$ cat config.mk
export PLATFORM = sky130hd
export DESIGN_NAME = nia_aggregator
export DESIGN_NICKNAME = d
export VERILOG_FILES = /design/src/logic/nia_pkg.sv /design/src/logic/nia_pin_sync.sv /design/src/logic/nia_aggregator.sv
export SDC_FILE = /design/constraint.sdc
export NUM_CORES = 1
export LEC_CHECK = 0
export ABC_AREA = 1
export BUFFER_PORTS_ARGS = -buffer_cell sky130_fd_sc_hd__buf_2
export CAP_MARGIN = 40
export CORE_MARGIN = 2
export CORE_UTILIZATION = 40
export CTS_BUF_LIST = sky130_fd_sc_hd__clkbuf_8 sky130_fd_sc_hd__clkbuf_16
export DETAILED_ROUTE_END_ITERATION = 8
export PLACE_DENSITY = 0.68
export SYNTH_ARGS = -nofsm -noshare
export SYNTH_HDL_FRONTEND = slang
export SYNTH_SLANG_ARGS = --single-unit
$ cat constraint.sdc
create_clock -name clk -period 5.5 [get_ports clk]
set_clock_uncertainty 0.15 [all_clocks]
set_input_delay 0.825 -clock clk [delete_from_list [all_inputs] [get_ports clk]]
set_output_delay 0.825 -clock clk [all_outputs]
set_load 0.05 [all_outputs]
$ cat src/logic/nia_pkg.sv
// constants and carrier types shared by the network interrupt aggregator
package nia_pkg;

  // ****************************************
  // host bus geometry
  // ****************************************
  localparam int ADDR_W = 10;
  localparam int DATA_W = 16;
  localparam int CHAN_N = 8;

  // ****************************************
  // register offsets
  // ****************************************
  localparam logic [ADDR_W-1:0] OFS_FLAGS = 10'h002;
  localparam logic [ADDR_W-1:0] OFS_MASK  = 10'h004;

  // ****************************************
  // field positions and groups
  // ****************************************
  localparam int BIT_ADDR_CONFLICT = 15;
  localparam int BIT_PORT_UNREACH  = 14;
  localparam int BIT_SESSION_TERM  = 13;
  localparam int BIT_FRAG_SIZE     = 12;
  localparam int CHAN_LSB          = 0;

  localparam logic [DATA_W-1:0] GLOBAL_BITS   = 16'hF000;
  localparam logic [DATA_W-1:0] RESERVED_BITS = 16'h0F00;
  localparam logic [DATA_W-1:0] CHANNEL_BITS  = 16'h00FF;

  // ****************************************
  // reset values
  // ****************************************
  localparam logic [DATA_W-1:0] RESET_FLAGS = 16'h0000;
  localparam logic [DATA_W-1:0] RESET_MASK  = 16'h0000;
  localparam logic [DATA_W-1:0] IDLE_READ   = 16'h0000;

  // ****************************************
  // synchroniser depth and pin idle levels
  // ****************************************
  localparam int SYNC_STAGES = 3;

  // global event pulses from the protocol engines
  typedef struct packed {
    logic port_unreach;   // icmp destination port unreachable seen
    logic session_closed; // pppoe session with server closed
    logic frag_size;      // icmp fragmentation needed with path mtu
  } nia_global_evt_t;

  // host bus pins after synchronising
  typedef struct packed {
    logic              cs_n;
    logic              rd_n;
    logic              wr_n;
    logic [ADDR_W-1:0] addr;
    logic [DATA_W-1:0] wdata;
  } nia_host_pins_t;

  localparam int HOST_PINS_W = 3 + ADDR_W + DATA_W;
  localparam logic [HOST_PINS_W-1:0] HOST_PINS_IDLE = {3'h7, 10'h000, 16'h0000};

endpackage

$ cat src/logic/nia_pin_sync.sv
// three-stage pin synchroniser that accepts a change once stages two and three agree
`timescale 1ns/1ps
module nia_pin_sync #(
  parameter int               WIDTH    = 1,
  parameter logic [WIDTH-1:0] IDLE_VAL = '0
) (
  input  wire logic             clk,     // device clock
  input  wire logic             reset,   // asynchronous, active high
  input  wire logic [WIDTH-1:0] pin_in,  // asynchronous pins
  output logic      [WIDTH-1:0] pin_out  // settled synchronous value
);

  logic [WIDTH-1:0] stage1;
  logic [WIDTH-1:0] stage2;
  logic [WIDTH-1:0] stage3;
  logic [WIDTH-1:0] next_out;

  // per bit, take the new level only when the last two stages match
  always_comb begin
    for (int i = 0; i < WIDTH; i++) begin
      next_out[i] = (stage2[i] == stage3[i]) ? stage3[i] : pin_out[i];
    end
  end

  // stage1 feeds stage2 only
  always_ff @(posedge clk or posedge reset) begin
    if (reset) begin
      stage1  <= IDLE_VAL;
      stage2  <= IDLE_VAL;
      stage3  <= IDLE_VAL;
      pin_out <= IDLE_VAL;
    end else begin
      stage1  <= pin_in;
      stage2  <= stage1;
      stage3  <= stage2;
      pin_out <= next_out;
    end
  end

endmodule // nia_pin_sync

$ cat src/logic/nia_aggregator.sv
// network interrupt aggregator: flag and mask registers, host bus slave and interrupt pin
`timescale 1ns/1ps

module nia_aggregator
  import nia_pkg::*;
#(
  parameter int CHANNELS = CHAN_N
) (
  input  wire logic                clk,                 // 200 MHz device clock
  input  wire logic                reset,               // asynchronous, active high
  // host parallel bus pins
  input  wire logic                host_cs_n,           // chip select, active low
  input  wire logic                host_rd_n,           // read strobe, active low
  input  wire logic                host_wr_n,           // write strobe, active low
  input  wire logic [ADDR_W-1:0]   host_addr,           // byte address
  input  wire logic [DATA_W-1:0]   host_data_in,        // data pin input side
  output logic      [DATA_W-1:0]   host_data_out,       // data pin output side
  output logic                     host_data_oe_n,      // low while driving data pins
  output logic                     host_int_n,          // interrupt request, active low
  // protocol engine events, same clock
  input  wire logic                arp_request_seen,    // arp request received, pulse
  input  wire logic [31:0]         arp_sender_ip,       // sender protocol address of it
  input  wire logic [31:0]         source_ip,           // own configured source address
  input  wire logic                pppoe_mode,          // pppoe mode enabled, level
  input  wire nia_global_evt_t     global_evt,          // other global event pulses
  input  wire logic [CHANNELS-1:0] channel_event,       // channel raised interrupt, pulse
  input  wire logic [CHANNELS-1:0] channel_flags_clear, // channel flags now 0x00, pulse
  // visibility
  output logic      [DATA_W-1:0]   interrupt_flags_out, // current flag register
  output logic      [DATA_W-1:0]   interrupt_mask_out   // current mask register
);

  // ****************************************
  // host pin synchronisation
  // ****************************************

  // raw and synchronised host pins
  nia_host_pins_t host_raw;
  nia_host_pins_t host_sync;
  logic [HOST_PINS_W-1:0] host_sync_bits;

  // bundle the pins for the synchroniser
  assign host_raw.cs_n  = host_cs_n;
  assign host_raw.rd_n  = host_rd_n;
  assign host_raw.wr_n  = host_wr_n;
  assign host_raw.addr  = host_addr;
  assign host_raw.wdata = host_data_in;
  assign host_sync      = nia_host_pins_t'(host_sync_bits);

  nia_pin_sync #(
    .WIDTH    (HOST_PINS_W),
    .IDLE_VAL (HOST_PINS_IDLE)
  ) u_host_sync (
    .clk     (clk),
    .reset   (reset),
    .pin_in  (host_raw),
    .pin_out (host_sync_bits)
  );

  // ****************************************
  // host cycle tracking
  // ****************************************

  // one host access at a time: a write window, a read window or nothing
  typedef enum logic [1:0] {
    BUS_IDLE,
    BUS_WRITE,
    BUS_READ
  } nia_bus_state_t;

  nia_bus_state_t    bus_state;      // access now in progress
  nia_bus_state_t    next_bus_state;
  logic              wr_active;      // synced write strobe window
  logic              rd_active;      // synced read strobe window
  logic              rd_start;       // first cycle of a read window
  logic [ADDR_W-1:0] wr_addr;
  logic [DATA_W-1:0] wr_data;
  logic [ADDR_W-1:0] next_wr_addr;
  logic [DATA_W-1:0] next_wr_data;
  logic              wr_commit;      // write lands in this cycle

  assign wr_active = ~host_sync.cs_n & ~host_sync.wr_n;
  assign rd_active = ~host_sync.cs_n & ~host_sync.rd_n;

  // a write takes effect once, when its window closes, with the last address and data
  // seen inside it; a read strobe is answered only once no write window is open, and a write strobe inside a read window is dropped
  always_comb begin
    next_bus_state = bus_state;
    next_wr_addr   = wr_addr;
    next_wr_data   = wr_data;
    wr_commit      = 1'b0;
    rd_start       = 1'b0;
    case (bus_state)
      BUS_IDLE: begin
        if (wr_active) begin
          next_bus_state = BUS_WRITE;
          next_wr_addr   = host_sync.addr;
          next_wr_data   = host_sync.wdata;
        end else if (rd_active) begin
          next_bus_state = BUS_READ;
          rd_start       = 1'b1;
        end
      end
      BUS_WRITE: begin
        if (wr_active) begin
          next_wr_addr = host_sync.addr;
          next_wr_data = host_sync.wdata;
        end else begin
          next_bus_state = BUS_IDLE;
          wr_commit      = 1'b1;
        end
      end
      BUS_READ: begin
        if (!rd_active) begin
          next_bus_state = BUS_IDLE;
        end
      end
      default: begin
        next_bus_state = BUS_IDLE;
      end
    endcase
  end

  always_ff @(posedge clk or posedge reset) begin
    if (reset) begin
      bus_state <= BUS_IDLE;
      wr_addr   <= '0;
      wr_data   <= '0;
    end else begin
      bus_state <= next_bus_state;
      wr_addr   <= next_wr_addr;
      wr_data   <= next_wr_data;
    end
  end

  // ****************************************
  // event decode
  // ****************************************

  // decoded hardware events
  logic [DATA_W-1:0] set_bits;
  logic              addr_conflict;
  logic              session_end;

  // address conflict: arp request from someone using our address
  assign addr_conflict = arp_request_seen & (arp_sender_ip == source_ip);

  // a closed session only counts while pppoe mode is on
  assign session_end = global_evt.session_closed & pppoe_mode;

  // one set vector gathering every hardware event
  always_comb begin
    set_bits                    = '0;
    set_bits[BIT_ADDR_CONFLICT] = addr_conflict;
    set_bits[BIT_PORT_UNREACH]  = global_evt.port_unreach;
    set_bits[BIT_SESSION_TERM]  = session_end;
    set_bits[BIT_FRAG_SIZE]     = global_evt.frag_size;
    set_bits[CHAN_LSB +: CHANNELS] = channel_event;
  end

  // ****************************************
  // flag and mask registers
  // ****************************************

  // register state and its next values
  logic [DATA_W-1:0] interrupt_flags;
  logic [DATA_W-1:0] interrupt_mask;
  logic [DATA_W-1:0] next_flags;
  logic [DATA_W-1:0] next_mask;
  logic [DATA_W-1:0] clear_bits;

  // true for the one cycle in which a write to the given offset lands
  function automatic logic reg_hit(input logic commit,
                                   input logic [ADDR_W-1:0] addr,
                                   input logic [ADDR_W-1:0] offset);
    reg_hit = commit && (addr == offset);
  endfunction

  // write-one-to-clear for the global group only, decoded at the flags offset
  function automatic logic [DATA_W-1:0] host_clear(input logic commit,
                                                   input logic [ADDR_W-1:0] addr,
                                                   input logic [DATA_W-1:0] data);
    host_clear = reg_hit(commit, addr, OFS_FLAGS) ? (data & GLOBAL_BITS) : '0;
  endfunction

  // clear sources: host ones on global bits, channel auto clear on low byte
  always_comb begin
    clear_bits = host_clear(wr_commit, wr_addr, wr_data);
    clear_bits[CHAN_LSB +: CHANNELS] = channel_flags_clear;
  end

  // set wins over clear in the same cycle, reserved bits held at zero
  always_comb begin
    next_flags = ((interrupt_flags & ~clear_bits) | set_bits) & ~RESERVED_BITS;
    next_mask  = interrupt_mask;
    if (reg_hit(wr_commit, wr_addr, OFS_MASK)) begin
      next_mask = wr_data & ~RESERVED_BITS;
    end
  end

  always_ff @(posedge clk or posedge reset) begin
    if (reset) begin
      interrupt_flags <= RESET_FLAGS;
      interrupt_mask  <= RESET_MASK;
    end else begin
      interrupt_flags <= next_flags;
      interrupt_mask  <= next_mask;
    end
  end

  assign interrupt_flags_out = interrupt_flags;
  assign interrupt_mask_out  = interrupt_mask;

  // ****************************************
  // interrupt request pin
  // ****************************************

  // pin state and the two conditions that move it
  logic int_req;
  logic next_int_req;
  logic masked_any;
  logic all_flags_clear;

  assign masked_any      = |(interrupt_flags & interrupt_mask);
  assign all_flags_clear = (interrupt_flags == '0);

  // raise on a masked flag, then hold until every flag reads zero
  always_comb begin
    next_int_req = int_req;
    if (masked_any) begin
      next_int_req = 1'b1;
    end else if (all_flags_clear) begin
      next_int_req = 1'b0;
    end
  end

  always_ff @(posedge clk or posedge reset) begin
    if (reset) begin
      int_req <= 1'b0;
    end else begin
      int_req <= next_int_req;
    end
  end

  assign host_int_n = ~int_req;

  // ****************************************
  // host read path
  // ****************************************

  // next read outputs
  logic [DATA_W-1:0] next_data_out;
  logic              next_data_oe_n;

  // register read map, unmapped offsets read zero
  function automatic logic [DATA_W-1:0] read_word(input logic [ADDR_W-1:0] addr,
                                                  input logic [DATA_W-1:0] flags,
                                                  input logic [DATA_W-1:0] mask);
    case (addr)
      OFS_FLAGS: read_word = flags & ~RESERVED_BITS;
      OFS_MASK:  read_word = mask & ~RESERVED_BITS;
      default:   read_word = IDLE_READ;
    endcase
  endfunction

  // take the word as the read window opens and let it stand, so a flag set
  // mid-read cannot change the data under the host's strobe
  always_comb begin
    next_data_out  = host_data_out;
    next_data_oe_n = host_data_oe_n;
    if (rd_start) begin
      next_data_out  = read_word(host_sync.addr, interrupt_flags, interrupt_mask);
      next_data_oe_n = 1'b0;
    end else if (!rd_active || bus_state != BUS_READ) begin
      next_data_out  = IDLE_READ;
      next_data_oe_n = 1'b1;
    end
  end

  always_ff @(posedge clk or posedge reset) begin
    if (reset) begin
      host_data_out  <= IDLE_READ;
      host_data_oe_n <= 1'b1;
    end else begin
      host_data_out  <= next_data_out;
      host_data_oe_n <= next_data_oe_n;
    end
  end

endmodule // nia_aggregator

After elaboration in Yosys (flattened, before gate mapping)

Index checks and enable logic that the tools add are counted.

Bits of input ports: 116
Register bits: 186
Output and inout bits: 50
Word-level logic and storage cells: 122

Reduce and logical (&&, ||, !) cells: 12
Equal/unequal tests: 40
Muxes and demuxes: 18
Bitwise logic cells: 12

Operator list:

| operator              | number |
|---|---|
| $mux W16              | 3 |
| $and A16 B16 Y16      | 2 |
| $eq A32 B32 Y1        | 1 |
| $pmux W16 S2          | 1 |
| $eq A1 B1 Y1          | 29 |
| $eq A10 B2 Y1 const B | 2 |
| $eq A10 B3 Y1 const B | 2 |
| $logic_not A16 Y1     | 1 |
| $not A16 Y16          | 1 |
| $or A16 B16 Y16       | 1 |
| $reduce_or A16 Y1     | 1 |
| $mux W1               | 9 |
| $mux W2               | 4 |
| $ne A2 B2 Y1 const B  | 3 |
| $pmux W2 S3           | 1 |
| $and A1 B1 Y1         | 4 |
| $not A1 Y1            | 4 |
| $reduce_bool A2 Y1    | 2 |
| $ne A3 B3 Y1 const B  | 1 |
| $reduce_and A3 Y1     | 1 |
| $eq A2 B1 Y1 const B  | 1 |
| $eq A2 B2 Y1 const B  | 1 |
| $logic_and A1 B1 Y1   | 2 |
| $logic_not A2 Y1      | 1 |
| other kinds (4)       | 4 |

Logic depth before layout (Yosys ltp)

Depth after elaboration: 9
Gate-level depth with buffers: 10
Depth with buffers taken out: 10

Modules after synthesis

A second synthesis with hierarchy kept.

Cells, all modules: 700
Area, all modules: 6837.8 um^2

By module, submodules not included:

| module         | cells an instance | instances | area an instance (um^2) | sequential area each (um^2) |
|---|---|---|---|---|
| nia_aggregator | 467               | 1         | 3444.6                  | 1552.7 |
| nia_pin_sync   | 233               | 1         | 3393.3                  | 2917.8 |

Worst setup path after synthesis

No wires, ideal clock.

Kind: flip-flop to output port
Start point: register host_data_oe_n
End point: output port host_data_oe_n
Path slack: 3861 ps
Data required time: 4525 ps
Data arrival time: 664 ps
Path buffers: 0
Cell stages (with the launch flop): 1
Cells stage by stage: dfstp_2

RTL lines:

| item                     | RTL line              | text |
|---|---|---|
| start: declaration       | nia_aggregator.sv:18  | `output logic host_data_oe_n,` |
| start signal: assignment | nia_aggregator.sv:286 | `host_data_oe_n <= next_data_oe_n;` |

No word-level cell between the ends.

Final worst setup path

Start point: register interrupt_flags[7], in the netlist interrupt_flags_out[7]
End point: output port interrupt_flags_out[7]

RTL lines:

| item                     | RTL line              | text |
|---|---|---|
| start: declaration       | nia_aggregator.sv:166 | `logic [DATA_W-1:0] interrupt_flags;` |
| start signal: assignment | nia_aggregator.sv:206 | `interrupt_flags <= next_flags;` |
| end: declaration         | nia_aggregator.sv:29  | `output logic [DATA_W-1:0] interrupt_flags_out,` |

No word-level cell between the ends.

==> results.yml <==
run_status:
  status: "completed"
cts:
  clk_latency_ns: 0.41
  root_buffer: "clkbuf_16"
  cts_resized: 0
  cts_hold_buffers: 0
  cts_htree_levels: 4
  cts_inserted_buffers: 17
  clk_path_buf_depth: 2
  tritoncts: "done"
  cts.sinks: 162
  clk_pin_slew_ns: 0.06
  post_cts_buffers: 0
setup_path:
  crit_chain: "buf_2"
  cp_slowest_cell: "dfrtp_1"
  cp_slowest_stage_delay_ns: 0.48
  critPathRequiredTime_ns: 4.53
  crit_buf_inv: 1
  crit_family: "flip-flops"
  worst-endpoint-arrival_ns: 1.23
  crit_type: "register to output pin"
  cp_max_fo: 5
  cp-start-kind: "register"
  crit_path_end_kind: "output pin"
global_routing:
  grt_pass1_vias: 3965
  grt_usage: 0.156
  grt_max_degree: 67
  grt_pass1_wl_um: 19500
  grt-ovfl-total: 0
  antenna_found_initial: 2
cells_and_area:
  nNetsFinal: 857
  fin_area_um2: 7670
  area_growth_pct: 24.5
  drive_gt1_frac: 0.271
placement:
  gp_congestion: 0.822
  hpwl_um: 8990
  place_area_um2: 7050
  numPortBuffers: 149
sta:
  layout_worst_path_cycle_share: 0.400
  hold_viol: 0
  rsz0062_at_grt: "no"
  finalMaxSlewViolations: 0
  worst_pin_slew_ns: 0.832
  finalSetupTns_ns: 0
  setup_viol: 0
  maxSlewHeadroom: 0.442
  period_minus_slack_ns: 2.20
  fmax_mhz: 454
synthesis:
  synth_top_area_share: 0.605
  synth_area_leader_cell: "dfrtp_1"
  ys_warn_count: 0
  netlist_area_um2: 6170
  ys_seq_elements: 162
  synth_edf_count: 0
  yosysSeqAreaShare: 0.660
  postSynthAreaPerCell_um2: 10.6
  ys.flop_type: "dfrtp_1"
  synthTopCellsByArea: "dfrtp_1, nand2_1, dfstp_2"
  synthCells: 582
  ys_types: 31
  async_flop_share: 1.00
detailed_routing:
  wl_per_cell_um: 13.1
  drc_errors: 0
  ant_nets: 0
  dr_total_vias: 4245
  via_per_inst: 4.50
  wl_um: 12300
  drt_iter0_drc: 207
  dr.pass1.iters: 5
floorplanning:
  start_util: 0.407
  die_w_um: 128
  chipHeight_um: 128
  dieArea_um2: 16400
  design.core.area_um2: 15100
  rows: 45
  ios: 166
run:
  drv_cap: 0
hold_path:
  hold_path_class: "register to register"
power_and_ir_drop:
  leakage_nw: 3.98
  power.density_nw_per_um2: 382
  ir_drop_uv: 256
registers in the layout, summed over array words and instances (netlist names):
name                 count
interrupt_mask_out      12
wr_data                 12
u_host_sync.stage2      25
wr_addr                 10
u_host_sync.pin_out     25
int_req                  1
host_data_out           12
host_data_oe_n           1
bus_state                2
interrupt_flags_out     12
u_host_sync.stage1      25
u_host_sync.stage3      25
layout make-up:
class	count	area (um2)
Tap cell	188	235
Antenna cell	1	2.50
Clock buffer	20	467
Sequential cell	162	4070
Inverter	72	275
Clock inverter	12	154
Multi-Input combinational cell	335	1690
Timing Repair Buffer	153	779
Fill cell	1373	7470
through the flow:
step                      setup slack, ns  hold slack, ns  power, W  std cells  utilization
after floorplan                     0.170           0.181   0.00164        593            -
after global placement               3.18           0.182   0.00173        909        0.465
after detailed placement             3.20           0.185   0.00175        910        0.466
after CTS                            3.25           0.198   0.00297        942        0.507
after global routing                 3.22           0.202   0.00307        943        0.507
final                                3.30           0.197   0.00293        943        0.507
layer usage:
layer / GRT usage / share of wire
met1: 0.193 / 0.44
met2: 0.258 / 0.48
met4: 0.0621 / 0.013
met3: 0.0480 / 0.065
met5: 0 / 0
worst paths after layout:
path / startpoint / to / slack [ns] / depth (start not counted)
max in group asynchronous: reset / u_host_sync.stage1[24]$_DFF_PP0_ / 3.72 / 3
min reg2reg: u_host_sync.stage1[24]$_DFF_PP0_ / u_host_sync.stage2[24]$_DFF_PP0_ / 0.20 / 0
min in group asynchronous: reset / u_host_sync.stage1[2]$_DFF_PP0_ / 0.33 / 2
max: interrupt_flags_out[7]$_DFF_PP0_ / interrupt_flags_out[7] / 3.30 / 1
max reg2reg: u_host_sync.pin_out[20]$_DFFE_PP0N_ / host_data_out[0]$_DFFE_PP0P_ / 3.59 / 7
min: u_host_sync.stage1[24]$_DFF_PP0_ / u_host_sync.stage2[24]$_DFF_PP0_ / 0.20 / 0
placed cells by master, fill, tap and decap left out, types with 2 or more instances in the layout:
cell type	synthesis	routed
nand2_1	159	159
dfrtp_1	149	149
buf_2	6	149
inv_1	72	73
o21ai_0	41	41
nand3_1	31	31
nor2_1	27	27
maj3_1	25	25
clkbuf_16	0	17
dfstp_2	13	13
conb_1	1	12
xor2_1	9	9
o21bai_1	8	8
inv_6	0	4
nor3_2	3	3
nand4_1	3	3
nor4_1	3	3
clkinv_4	0	3
clkbuf_8	1	3
bufinv_16	0	3
buf_4	14	3
xnor2_1	2	2
o22ai_1	2	2
report_power, final:
group	leakage [nW]	internal, W	switching, W
clock	0.312	0.000752	0.000454
combinational	1.74	0.000112	0.000231
sequential	1.93	0.00131	0.0000678
cells in the mapped netlist (6+ instances only):
master	n
xor2_1	9
o21bai_1	8
inv_1	72
nand2_1	159
dfrtp_1	149
maj3_1	25
dfstp_2	13
nor2_1	27
buf_2	6
o21ai_0	41
nand3_1	31
buf_4	14
kinds of logic (layout without fill, tap and decap cells):
logic type / Yosys count / after routing / share of synthesized area
AO/OA/AOI/OAI: 54 / 54 / 0.0491
XOR/XNOR: 11 / 11 / 0.0156
adder cells (fa/ha/maj): 25 / 25 / 0.0406
buffers and inverters: 96 / 257 / 0.0722
flip-flops: 162 / 162 / 0.660
other: 1 / 13 / 0.000608
AND/OR/NAND/NOR: 233 / 233 / 0.162
No activity file was read; power rests on OpenSTA's default activity.
